### src/rtl/acr_consts.vh
// register offsets, field positions and reset values of the calibration bank
// assumes word addressing on the register bus, one 16-bit register per word
`ifndef ACR_CONSTS_VH
`define ACR_CONSTS_VH

`define ACR_ADDR_W 8
`define ACR_DATA_W 32
`define ACR_REG_W 16

// register indices; byte address is four times the index
`define ACR_IDX_CH1_OCAL_LO 8'h10
`define ACR_IDX_CH1_GCAL_HI 8'h11
`define ACR_IDX_CH1_GCAL_LO 8'h12
`define ACR_IDX_CH2_CONFIG 8'h13
`define ACR_IDX_CH2_OCAL_HI 8'h14
`define ACR_IDX_CH2_OCAL_LO 8'h15
`define ACR_IDX_CH2_GCAL_HI 8'h16
`define ACR_IDX_CH2_GCAL_LO 8'h17

`define ACR_RST_GCAL_HI 16'h8000
`define ACR_RST_ZERO16 16'h0000

// low calibration registers: stored byte in bits 15:8, bits 7:0 read zero
`define ACR_LO_BYTE_MSB 15
`define ACR_LO_BYTE_LSB 8

// channel configuration fields
`define ACR_PHASE_MSB 15
`define ACR_PHASE_LSB 6
`define ACR_DCBLK_BIT 2
`define ACR_MUX_MSB 1
`define ACR_MUX_LSB 0

// input selection codes
`define ACR_MUX_NORMAL 2'h0
`define ACR_MUX_SHORT 2'h1
`define ACR_MUX_POS_TEST 2'h2
`define ACR_MUX_NEG_TEST 2'h3

`define ACR_RDATA_UNMAPPED 32'h0000_0000

`endif

### src/rtl/acr_cal_regs.v
// calibration and configuration register bank for channels 1 and 2
// assumes an avalon-mm master on clock; word address = register index
// Overview of operation
// - channel 1 offset low byte kept in bits 15:8 of its low offset register
// - channel 2 offset bits 23:8 kept in all of its high offset register
// - gain word is unsigned 24 bits, 0.0 to under 2.0, bits 23:8 high
// - gain low byte kept in bits 15:8 of each low gain register
// - bits 7:0 of every low calibration register read zero, not writable
// - channel 1 high gain at 0x11, resets to 0x8000 for unity gain
// - channel 2 config bits 15:6 are a 10-bit phase delay
// - phase delay field is signed two's complement
// - channel 2 config bits 5:3 read zero and are not writable
// - config bit 2 clear uses global dc block, set bypasses it
// - config bits 1:0 choose normal, shorted, positive or negative test input
// - channel 2 config at 0x13, resets to zero
// - channel 2 high gain at 0x16 reset 0x8000, low gain 0x17 reset zero
// - channel 2 high offset at 0x14, low offset at 0x15, both reset zero
//
// Implementation choice: the Avalon-MM interface to the registers.
`timescale 1ns/100ps
`include "acr_consts.vh"

module acr_cal_regs (
  input wire clock,
  input wire sys_rst,
  input wire [`ACR_ADDR_W-1:0] avs_address,
  input wire avs_read,
  input wire avs_write,
  input wire [`ACR_DATA_W-1:0] avs_writedata,
  input wire [3:0] avs_byteenable,
  output wire [`ACR_DATA_W-1:0] avs_readdata,
  output wire avs_waitrequest,
  input wire global_dc_block_setting,
  output wire [23:0] chan1_offset_cal,
  output wire [23:0] chan1_gain_cal,
  output wire [23:0] chan2_offset_cal,
  output wire [23:0] chan2_gain_cal,
  output wire signed [9:0] chan2_phase_delay,
  output wire chan2_dc_block_off,
  output wire chan2_dc_block_en,
  output wire [1:0] chan2_input_select,
  output wire chan2_sel_normal,
  output wire chan2_sel_short,
  output wire chan2_sel_pos_test,
  output wire chan2_sel_neg_test
);

  // one wait cycle: request seen, answer registered, then waitrequest drops
  reg ack_ff;
  reg [`ACR_DATA_W-1:0] rdata_ff;
  reg [7:0] chan1_offset_low_byte_ff;
  reg [15:0] chan1_gain_high_word_ff;
  reg [7:0] chan1_gain_low_byte_ff;
  reg [9:0] chan2_phase_ff;
  reg chan2_dcblk_ff;
  reg [1:0] chan2_mux_ff;
  reg [15:0] chan2_offset_high_word_ff;
  reg [7:0] chan2_offset_low_byte_ff;
  reg [15:0] chan2_gain_high_word_ff;
  reg [7:0] chan2_gain_low_byte_ff;

  // channel 1 offset high word sits outside this bank
  reg [15:0] rd_word;
  reg [15:0] wr_word;
  wire req = avs_read | avs_write;
  wire do_write = avs_write & ack_ff;

  // merge write data with current content per byte lane
  function [15:0] lane_merge;
    input [15:0] cur;
    input [15:0] wd;
    input [1:0] be;
    begin
      lane_merge = {be[1] ? wd[15:8] : cur[15:8], be[0] ? wd[7:0] : cur[7:0]};
    end
  endfunction

  // readback view of each register; reserved bits are forced to zero
  always @* begin
    rd_word = `ACR_RST_ZERO16;
    case (avs_address)
      `ACR_IDX_CH1_OCAL_LO: rd_word = {chan1_offset_low_byte_ff, 8'h00};
      `ACR_IDX_CH1_GCAL_HI: rd_word = chan1_gain_high_word_ff;
      `ACR_IDX_CH1_GCAL_LO: rd_word = {chan1_gain_low_byte_ff, 8'h00};
      `ACR_IDX_CH2_CONFIG: rd_word = {chan2_phase_ff, 3'h0, chan2_dcblk_ff, chan2_mux_ff};
      `ACR_IDX_CH2_OCAL_HI: rd_word = chan2_offset_high_word_ff;
      `ACR_IDX_CH2_OCAL_LO: rd_word = {chan2_offset_low_byte_ff, 8'h00};
      `ACR_IDX_CH2_GCAL_HI: rd_word = chan2_gain_high_word_ff;
      `ACR_IDX_CH2_GCAL_LO: rd_word = {chan2_gain_low_byte_ff, 8'h00};
      default: rd_word = `ACR_RST_ZERO16;
    endcase
  end

  always @* begin
    wr_word = lane_merge(rd_word, avs_writedata[15:0], avs_byteenable[1:0]);
  end

  always @(posedge clock) begin
    if (sys_rst) begin
      ack_ff <= 1'b0;
      rdata_ff <= `ACR_RDATA_UNMAPPED;
    end else begin
      // ack pulses for one cycle so back-to-back requests each wait once
      ack_ff <= req & ~ack_ff;
      if (avs_read & ~ack_ff) begin
        rdata_ff <= {16'h0000, rd_word};
      end
    end
  end

  // writes commit on the edge where waitrequest is low
  always @(posedge clock) begin
    if (sys_rst) begin
      chan1_offset_low_byte_ff <= 8'h00;
      chan1_gain_high_word_ff <= `ACR_RST_GCAL_HI;
      chan1_gain_low_byte_ff <= 8'h00;
      chan2_phase_ff <= 10'h000;
      chan2_dcblk_ff <= 1'b0;
      chan2_mux_ff <= `ACR_MUX_NORMAL;
      chan2_offset_high_word_ff <= `ACR_RST_ZERO16;
      chan2_offset_low_byte_ff <= 8'h00;
      chan2_gain_high_word_ff <= `ACR_RST_GCAL_HI;
      chan2_gain_low_byte_ff <= 8'h00;
    end else if (do_write) begin
      // only defined field bits are stored, reserved bits drop away
      case (avs_address)
        `ACR_IDX_CH1_OCAL_LO:
          chan1_offset_low_byte_ff <= wr_word[`ACR_LO_BYTE_MSB:`ACR_LO_BYTE_LSB];
        `ACR_IDX_CH1_GCAL_HI:
          chan1_gain_high_word_ff <= wr_word;
        `ACR_IDX_CH1_GCAL_LO:
          chan1_gain_low_byte_ff <= wr_word[`ACR_LO_BYTE_MSB:`ACR_LO_BYTE_LSB];
        `ACR_IDX_CH2_CONFIG: begin
          chan2_phase_ff <= wr_word[`ACR_PHASE_MSB:`ACR_PHASE_LSB];
          chan2_dcblk_ff <= wr_word[`ACR_DCBLK_BIT];
          chan2_mux_ff <= wr_word[`ACR_MUX_MSB:`ACR_MUX_LSB];
        end
        `ACR_IDX_CH2_OCAL_HI:
          chan2_offset_high_word_ff <= wr_word;
        `ACR_IDX_CH2_OCAL_LO:
          chan2_offset_low_byte_ff <= wr_word[`ACR_LO_BYTE_MSB:`ACR_LO_BYTE_LSB];
        `ACR_IDX_CH2_GCAL_HI:
          chan2_gain_high_word_ff <= wr_word;
        `ACR_IDX_CH2_GCAL_LO:
          chan2_gain_low_byte_ff <= wr_word[`ACR_LO_BYTE_MSB:`ACR_LO_BYTE_LSB];
        default: ;
      endcase
    end
  end

  assign avs_waitrequest = req & ~ack_ff;
  assign avs_readdata = rdata_ff;

  // channel 1 offset bits 23:8 live elsewhere; they read as zero here
  assign chan1_offset_cal = {16'h0000, chan1_offset_low_byte_ff};
  assign chan1_gain_cal = {chan1_gain_high_word_ff, chan1_gain_low_byte_ff};
  assign chan2_offset_cal = {chan2_offset_high_word_ff, chan2_offset_low_byte_ff};
  assign chan2_gain_cal = {chan2_gain_high_word_ff, chan2_gain_low_byte_ff};
  assign chan2_phase_delay = chan2_phase_ff;
  assign chan2_dc_block_off = chan2_dcblk_ff;
  assign chan2_dc_block_en = global_dc_block_setting & ~chan2_dcblk_ff;
  assign chan2_input_select = chan2_mux_ff;
  assign chan2_sel_normal = (chan2_mux_ff == `ACR_MUX_NORMAL);
  assign chan2_sel_short = (chan2_mux_ff == `ACR_MUX_SHORT);
  assign chan2_sel_pos_test = (chan2_mux_ff == `ACR_MUX_POS_TEST);
  assign chan2_sel_neg_test = (chan2_mux_ff == `ACR_MUX_NEG_TEST);

endmodule

### config.mk
export PLATFORM = sky130hd
export DESIGN_NAME = acr_cal_regs
export DESIGN_NICKNAME = d
export VERILOG_FILES = /design/src/rtl/acr_cal_regs.v
export VERILOG_INCLUDE_DIRS = /design/src /design/src/rtl
export SDC_FILE = /design/constraint.sdc
export NUM_CORES = 1
export LEC_CHECK = 0
export ABC_AREA = 1
export BUFFER_PORTS_ARGS = -buffer_cell sky130_fd_sc_hd__buf_2
export CAP_MARGIN = 30
export CORE_MARGIN = 1
export CORE_UTILIZATION = 35
export CTS_CLUSTER_DIAMETER = 30
export DETAILED_ROUTE_END_ITERATION = 16
export PLACE_DENSITY_LB_ADDON = 0.12
export SLEW_MARGIN = 20
export SYNTH_ARGS = -nofsm -noshare
export SYNTH_HDL_FRONTEND = slang
export SYNTH_SLANG_ARGS = --single-unit
### constraint.sdc
create_clock -name clock -period 3.2 [get_ports clock]
set_clock_uncertainty 0.15 [all_clocks]
set_input_delay 0.96 -clock clock [delete_from_list [all_inputs] [get_ports clock]]
set_output_delay 0.96 -clock clock [all_outputs]
set_load 0.01 [all_outputs]
==> results of run 1 <==
sequential cells by signal, summed over array words and instances (netlist names):
signal                     cells
avs_readdata                  16
chan1_gain_high_word_ff       16
chan2_gain_high_word_ff       16
chan2_offset_high_word_ff     16
chan2_phase_delay             10
chan1_gain_low_byte_ff         8
chan1_offset_low_byte_ff       8
chan2_gain_low_byte_ff         8
chan2_offset_low_byte_ff       8
chan2_input_select             2
ack_ff                         1
chan2_dc_block_off             1
Yosys cell counts, drive strengths merged:
cell	count	area share, %
or2	10	1.2
o21ai	97	9.5
inv	40	2.9
conb	1	0.072
nor3	1	0.095
nand2	87	6.9
dfxtp	110	42
buf	62	8.4
clkbuf	15	1.1
a21oi	92	8.8
nand3	114	11
o21a	6	0.86
o211ai	11	1.6
nor2	50	5.2
worst max-delay path by stage:
stage | startpoint | endpoint | slack, ns | depth (start not counted)
global placement | avs_address[5] | chan2_gain_high_word_ff[15] | 0.37 | 11
floorplan | avs_read | avs_waitrequest | 0.94 | 2
detailed placement | avs_address[5] | chan2_gain_high_word_ff[15] | 0.34 | 11
finish | avs_address[5] | chan2_gain_high_word_ff[15] | 0.68 | 11
CTS | avs_address[5] | chan2_gain_high_word_ff[15] | 0.70 | 11
global route | avs_address[5] | chan2_gain_high_word_ff[15] | 0.56 | 11
logic make-up after synthesis:
kind of cell	synth area share, %
AND/OR/NAND/NOR	24.9
AO/OA/AOI/OAI	20.7
buffers and inverters	12.3
flip-flops	42.0
other	0.0716
power groups by stage:
stage / registers [mW] / clock network, mW / logic (mW)
CTS: 1.39 / 1.13 / 0.229
floorplan: 1.43 / 0 / 0.165
global route: 1.39 / 1.18 / 0.250
detailed placement: 1.42 / 0 / 0.229
global placement: 1.42 / 0 / 0.227
finish: 1.39 / 1.11 / 0.230
final cells by class:
class | count | area [um2] | area share, %
inverters | 40 | 150 | 2.41
flip-flops and latches | 110 | 2200 | 35.3
well taps | 184 | 230 | 3.69
clock buffers | 12 | 236 | 3.79
repair buffers | 158 | 861 | 13.8
multi-input cells | 500 | 2510 | 40.3
clock inverters | 4 | 47.5 | 0.762
worst reg2reg max path: stages, from the launching register on:
cell,delay (ns)
sky130_fd_sc_hd__dfxtp_1,0.38
sky130_fd_sc_hd__nand2_1,0.36
sky130_fd_sc_hd__inv_1,0.15
sky130_fd_sc_hd__nand3_1,0.13
sky130_fd_sc_hd__inv_2,0.41
sky130_fd_sc_hd__nand3_1,0.14
sky130_fd_sc_hd__nand2_1,0.08
sky130_fd_sc_hd__inv_1,0.03
per-layer routing:
| layer | vias up | wire (um) |
|---|---|---|
| li1 | 2552 | - |
| met1 | 2379 | 7520 |
| met2 | 209 | 7680 |
| met3 | 20 | 1140 |
| met4 | 0 | 407 |
| met5 | - | 0 |
==> parameters.txt, run 1 <==
Parameter                              Value

Place
  Instance area at placement ... 5960 um2
  Placer congestion estimate ... 0.888
  Post-placement setup slack ... 0.338 ns
  DPL Wire Length ... 11700 um
  # port buffers ... 145
  Placed Cells incl. Taps ... 992

Die
  Core Footprint ... 14600 um2
  Number of core rows ... 44
  Vertical extent of the die ... 124 um
  Area enclosed by the die boundary ... 15500 um2
  Initial Utilization ... 35.9%
  Ports placed on the boundary ... 196
  Die W ... 124 um

Setup path
  CP Capture Type ... register
  Top fanout value on the critical path ... 96
  Critical path data arrival time ... 2.64 ns
  Maximum cell stage delay along the critical path ... 0.33 ns
  Capturing point of the worst reg2reg path ... chan2_gain_high_word_ff[4]
  Worst reg-to-reg path cell count ... 7
  Cell breakdown of the critical path ... buf_2 -> inv_1 -> nand2_2 -> nor2_4 -> buf_12 -> nand3_1 -> nand2_1 -> nor2_1 -> nand3_1 -> nand2_1 -> o21ai_0
  Worst setup path category ... primary input to register
  Slowest library cell on the worst path ... sky130_fd_sc_hd__buf_12
  Reg-to-reg critical path startpoint ... ack_ff
  Kind of cell adding the most delay to the critical path ... simple AND/OR/NAND/NOR gates
  Critical path required time ... 3.32 ns
  Kind of start point of the critical path ... primary input
  Total buffers and inverters traversed by the critical path ... 3
  Register-to-register setup slack ... 1.28 ns

Timing
  Endpoints failing hold ... 0
  Total negative setup slack ... 0 ns
  Worst relative slew slack ... 61.6%
  Max frequency ... 0.397 GHz
  RSZ-0062 raised after global routing ... false
  Clock period minus worst slack ... 2.52 ns
  Final max-slew violation count ... 0
  Worst hold-check slack ... 0.347 ns
  Final setup fails ... 0
  Post-layout worst setup margin ... 0.681 ns
  Tightest Pin Transition ... 0.576 ns
  Final clock period utilization by the worst path ... 78.7%

Detailed routing
  DRC violation count after routing ... 0
  Antenna violation net count after detailed routing ... 0
  Via/cell ratio ... 5.12
  WL final ... 16700 um
  Starting DRT DRC Count ... 431
  Routed length per placed instance ... 16.6 um
  Drt pass-1 iters ... 5
  Number of vias in the routed layout ... 5160

Finish
  Commonest non-fill, non-tap cell in the layout ... sky130_fd_sc_hd__buf_2
  Post-layout instance count excluding filler cells ... 1008
  Post-synthesis to final-layout area growth ... 19.1%
  Top library cells by usage in the layout, fill and taps aside ... 145 x sky130_fd_sc_hd__buf_2, 110 x sky130_fd_sc_hd__dfxtp_1, 108 x sky130_fd_sc_hd__nand3_1
  Number of diodes added for antenna fixing ... 0
  Final Net Count ... 868
  Layout cell share with drive strength beyond 1 ... 26.9%
  Filler instances ... 1509
  Final standard cell utilization of the core ... 42.8%
  Total non-filler cell area in the finished layout ... 6240 um2

Min path
  Launch instance of the worst min-delay path ... ack_ff
  Hold-critical path depth ... 1
  Min-Delay Path Class ... register to register
  End point of the most critical hold path ... ack_ff

Clocking
  CTS sink count ... 110
  CTS tree ... built
  Worst skew pair latency ... 0.35 ns
  Number of levels the H-tree was split into ... 3
  Number of resized instances in the post-cts repair step ... 0
  Post-CTS Repair Setup Buffers ... 0
  Cts hold-fix bufs ... 0
  Worst-case clock buffer depth ... 2
  Number of clock buffers inserted by TritonCTS ... 9
  Clock Root Buffer ... sky130_fd_sc_hd__clkbuf_16
  Reg clk slew, reported paths ... 0.06 ns

Pwr
  Static Leakage ... 3.10 nW
  Combinational fraction of design power ... 8.4%
  Fraction of power consumed by the clock network ... 40.5%
  Sequential Power Share ... 51.0%
  P_sw ... 0.671 mW
  Power after layout ... 2.73 mW
  Switching fraction of total power ... 24.6%
  Int Power ... 2.06 mW
  Maximum vdd ir drop ... 245 uV
  Cell Pwr Density ... 437 nW/um2

Global routing
  Layer carrying the most global-route usage ... met2
  Met3 capacity usage during global routing ... 3.65%
  Initial antenna violation count ... 0
  First-pass GRT wire length ... 26100 um
  Number of global-route vias before repair ... 4638
  Total routing resource utilization after global routing ... 21.6%
  Global routing usage on met1 ... 29.5%
  Total gr overflow ... 0
  Maximum number of pins on one net before global-route repair ... 97
  Met2 Resource Use GR ... 34.0%

Status
  Result of the run ... complete, no violations

Yosys
  Post-synthesis area per instance ... 7.53 um2
  Summed instance area of the synthesized netlist ... 5240 um2
  Gate count after technology mapping ... 696
  Seq cells post-synth ... 110
  Count of unique library cells instantiated by Yosys ... 24
  Part of the Yosys area used for sequential elements ... 42.0%
  Number of warning messages in the yosys log ... 0

Run
  Maximum Capacitance Violations ... 0
Note: power is estimated with default switching activity, not from simulation.
==> run 2, diff against run 1 <==
--- a/config.mk
+++ b/config.mk
@@ -6,7 +6,7 @@
 export SDC_FILE = /design/constraint.sdc
 export NUM_CORES = 1
 export LEC_CHECK = 0
-export ABC_AREA = 1
+export ABC_AREA = 0
 export BUFFER_PORTS_ARGS = -buffer_cell sky130_fd_sc_hd__buf_2
 export CAP_MARGIN = 30
 export CORE_MARGIN = 1
==> constraint.sdc (replaced) <==
create_clock -name clock -period 2.1 [get_ports clock]
set_clock_uncertainty 0.15 [all_clocks]
set_input_delay 0.63 -clock clock [delete_from_list [all_inputs] [get_ports clock]]
set_output_delay 0.63 -clock clock [all_outputs]
set_load 0.01 [all_outputs]
==> run 2 against run 1 <==
Compared with the run above:
- count of clock-buffer cells in the layout decreased by 2
- sequential cell count stayed put
- sequential power increased by 53%
- hold slack got worse by 0.0078 ns
- critical path depth shrank 4
- largest cell class unchanged
- wire length down 3.8%
- clock power increased by 58%
- non-clock buffer count rose by 62
- final cell count fell by 6.0%
- sequential share of layout area is 3.5 points lower
- utilization rose by 4.8 points
- synthesized cell count decreased by 16%
==> parameters.txt, run 2 <==
Parameter                              Value

Status
  Result of the run ... complete, no violations

Place
  # port buffers ... 145
  DPL Wire Length ... 12000 um
  Instance area at placement ... 6600 um2
  Placer congestion estimate ... 0.885

Setup path
  Maximum cell stage delay along the critical path ... 0.33 ns
  Critical path required time ... 2.21 ns
  Worst setup path category ... primary input to register
  Cell breakdown of the critical path ... buf_2 -> nor4b_4 -> and2_4 -> buf_4 -> a22o_1 -> a22oi_1 -> a311oi_1
  Slowest library cell on the worst path ... sky130_fd_sc_hd__nor4b_4
  Kind of start point of the critical path ... primary input
  CP Capture Type ... register
  Critical path data arrival time ... 2.13 ns
  Top fanout value on the critical path ... 11

Detailed routing
  Antenna violation net count after detailed routing ... 0
  DRC violation count after routing ... 0
  Routed length per placed instance ... 17.0 um
  Drt pass-1 iters ... 4
  WL final ... 16100 um
  Starting DRT DRC Count ... 257
  Number of vias in the routed layout ... 4951
  Via/cell ratio ... 5.22

Yosys
  Top flip-flop cell by instance count after synthesis ... sky130_fd_sc_hd__dfxtp_1
  Area share of the largest cell type after synthesis ... 42.0%
  Top cells by instance count after synthesis ... 111 x sky130_fd_sc_hd__nor2_1, 110 x sky130_fd_sc_hd__dfxtp_1, 64 x sky130_fd_sc_hd__a211oi_1
  Top area cells in the synthesized netlist ... sky130_fd_sc_hd__dfxtp_1 42%, sky130_fd_sc_hd__a211oi_1 9.2%, sky130_fd_sc_hd__mux2i_1 8.4%, sky130_fd_sc_hd__nor2_1 7.9%, sky130_fd_sc_hd__buf_4 5.3%
  Number of flops mapped to enable cells by yosys ... 0
  Number of warning messages in the yosys log ... 0
  Part of the Yosys area used for sequential elements ... 42.0%
  Yosys top cell by area ... sky130_fd_sc_hd__dfxtp_1
  Proportion of register bits with asynchronous set or reset after synthesis ... 0%
  Most frequent cell after synthesis ... sky130_fd_sc_hd__nor2_1
  Post-synthesis area per instance ... 8.98 um2
  Seq cells post-synth ... 110
  Gate count after technology mapping ... 584
  Count of unique library cells instantiated by Yosys ... 44
  Summed instance area of the synthesized netlist ... 5250 um2

Clocking
  Number of levels the H-tree was split into ... 3
  Worst-case clock buffer depth ... 2
  Worst skew pair latency ... 0.35 ns
  Clock Root Buffer ... sky130_fd_sc_hd__clkbuf_16
  CTS tree ... built
  Reg clk slew, reported paths ... 0.07 ns
  Number of clock buffers inserted by TritonCTS ... 9
  CTS sink count ... 110

Finish
  Total non-filler cell area in the finished layout ... 6930 um2
  Number of diodes added for antenna fixing ... 0
  Top library cells by usage in the layout, fill and taps aside ... 144 x sky130_fd_sc_hd__buf_2, 110 x sky130_fd_sc_hd__dfxtp_1, 109 x sky130_fd_sc_hd__nor2_1
  Commonest non-fill, non-tap cell in the layout ... sky130_fd_sc_hd__buf_2
  Layout cell share with drive strength beyond 1 ... 34.4%
  Final Net Count ... 808
  Post-synthesis to final-layout area growth ... 32.2%

Timing
  Worst relative slew slack ... 66.1%
  Max frequency ... 0.496 GHz
  RSZ-0062 raised after global routing ... false
  Final clock period utilization by the worst path ... 95.9%
  Worst hold-check slack ... 0.339 ns
  Endpoints failing hold ... 0
  Clock period minus worst slack ... 2.01 ns
  Final max-slew violation count ... 0
  Tightest Pin Transition ... 0.508 ns
  Final setup fails ... 0

Die
  Die W ... 124 um
  Vertical extent of the die ... 124 um
  Initial Utilization ... 36.0%
  Core Footprint ... 14600 um2
  Number of core rows ... 44
  Ports placed on the boundary ... 196
  Area enclosed by the die boundary ... 15500 um2

Run
  Maximum Capacitance Violations ... 0

Global routing
  Total routing resource utilization after global routing ... 20.4%
  First-pass GRT wire length ... 25000 um
  Initial antenna violation count ... 0
  Total gr overflow ... 0
  Maximum number of pins on one net before global-route repair ... 48
  Number of global-route vias before repair ... 4544

Pwr
  Maximum vdd ir drop ... 347 uV
  Int Power ... 3.22 mW
  P_sw ... 1.09 mW
  Combinational fraction of design power ... 10.1%
  Switching fraction of total power ... 25.3%
  Fraction of power consumed by the clock network ... 40.7%
  Static Leakage ... 2.95 nW
  Cell Pwr Density ... 621 nW/um2
  Sequential Power Share ... 49.3%

Min path
  Min-Delay Path Class ... register to register
-- run 2: cell count changes in the layout (fill, tap and decap cells not counted), sizes merged, moves of 61 or more --
| cell | previous run | this run |
|---|---|---|
| nand2 | 87 | 14 |
| a211oi | 0 | 64 |
| nand3 | 114 | 8 |
| a21oi | 92 | 6 |
| buf | 158 | 220 |
| nor2 | 50 | 111 |
| o21ai | 97 | 3 |
-- run 2: kinds of logic (layout without fill, tap and decap cells) --
group / count (synthesis) / after routing / synth area share [%]
mux: 45 / 45 / 8.83
simple gates: 186 / 186 / 16.6
compound gates: 152 / 152 / 21.9
buf+inv: 90 / 239 / 10.6
other cells: 1 / 32 / 0.0715
flops: 110 / 110 / 42.0
-- run 2: per-stage QoR --
step           TNS, ns  utilization [%]  instances  setup slack [ns]  total power, mW
2_1_floorplan    -1.98                -        615            -0.129             2.45
3_3_place_gp    -16.69             45.3        931            -0.270             2.60
3_5_place_dp    -20.49             45.3        931            -0.307             2.60
4_1_cts              0             47.3        947            0.0547             4.35
5_1_grt              0             47.5        948           0.00804             4.48
6_report             0             47.5        948            0.0854             4.31
-- run 2: area by class of cell --
type	instances	area [um2]
fillers	1463	7650
multi-input cells	415	2690
flip-flops and latches	110	2200
repair buffers	220	1500
well taps	184	230
clock buffers	10	229
clock inverters	6	71.3
inverters	3	11.3
-- run 2: final timing paths --
check	startpoint	endpoint	slack, ns	cells past startpoint
hold / removal	avs_readdata[0]	avs_readdata[0]	0.34	2
setup / recovery	avs_address[7]	chan2_phase_delay[1]	0.09	7
setup reg to reg	ack_ff	chan2_gain_low_byte_ff[1]	0.28	6
hold reg to reg	avs_readdata[0]	avs_readdata[0]	0.34	2
-- run 2: power groups by stage --
stage,sequential (mW),combinational [mW],clock (mW)
after floorplan,2.18,0.272,0
after global placement,2.17,0.425,0
after detailed placement,2.17,0.429,0
after CTS,2.12,0.430,1.79
after global routing,2.12,0.469,1.88
final,2.12,0.434,1.75
-- run 2: routing by layer --
metal	global-route usage (%)	routed length [um]
met1	28.0	7700
met2	31.7	7310
met3	3.48	774
met4	8.08	333
met5	0	0
-- run 2: critical path, delay by kind of cell --
family          cells  cell delay [ns]
compound gates      3             0.62
buf+inv             2             0.31
simple gates        2             0.55
-- run 2: what timing repair did --
item / in CTS / in global routing
buffers inserted: 0 / 1
hold buffers: 0 / 0
endpoints found under the setup margin: 0 / 25
gates resized for setup: 0 / 7
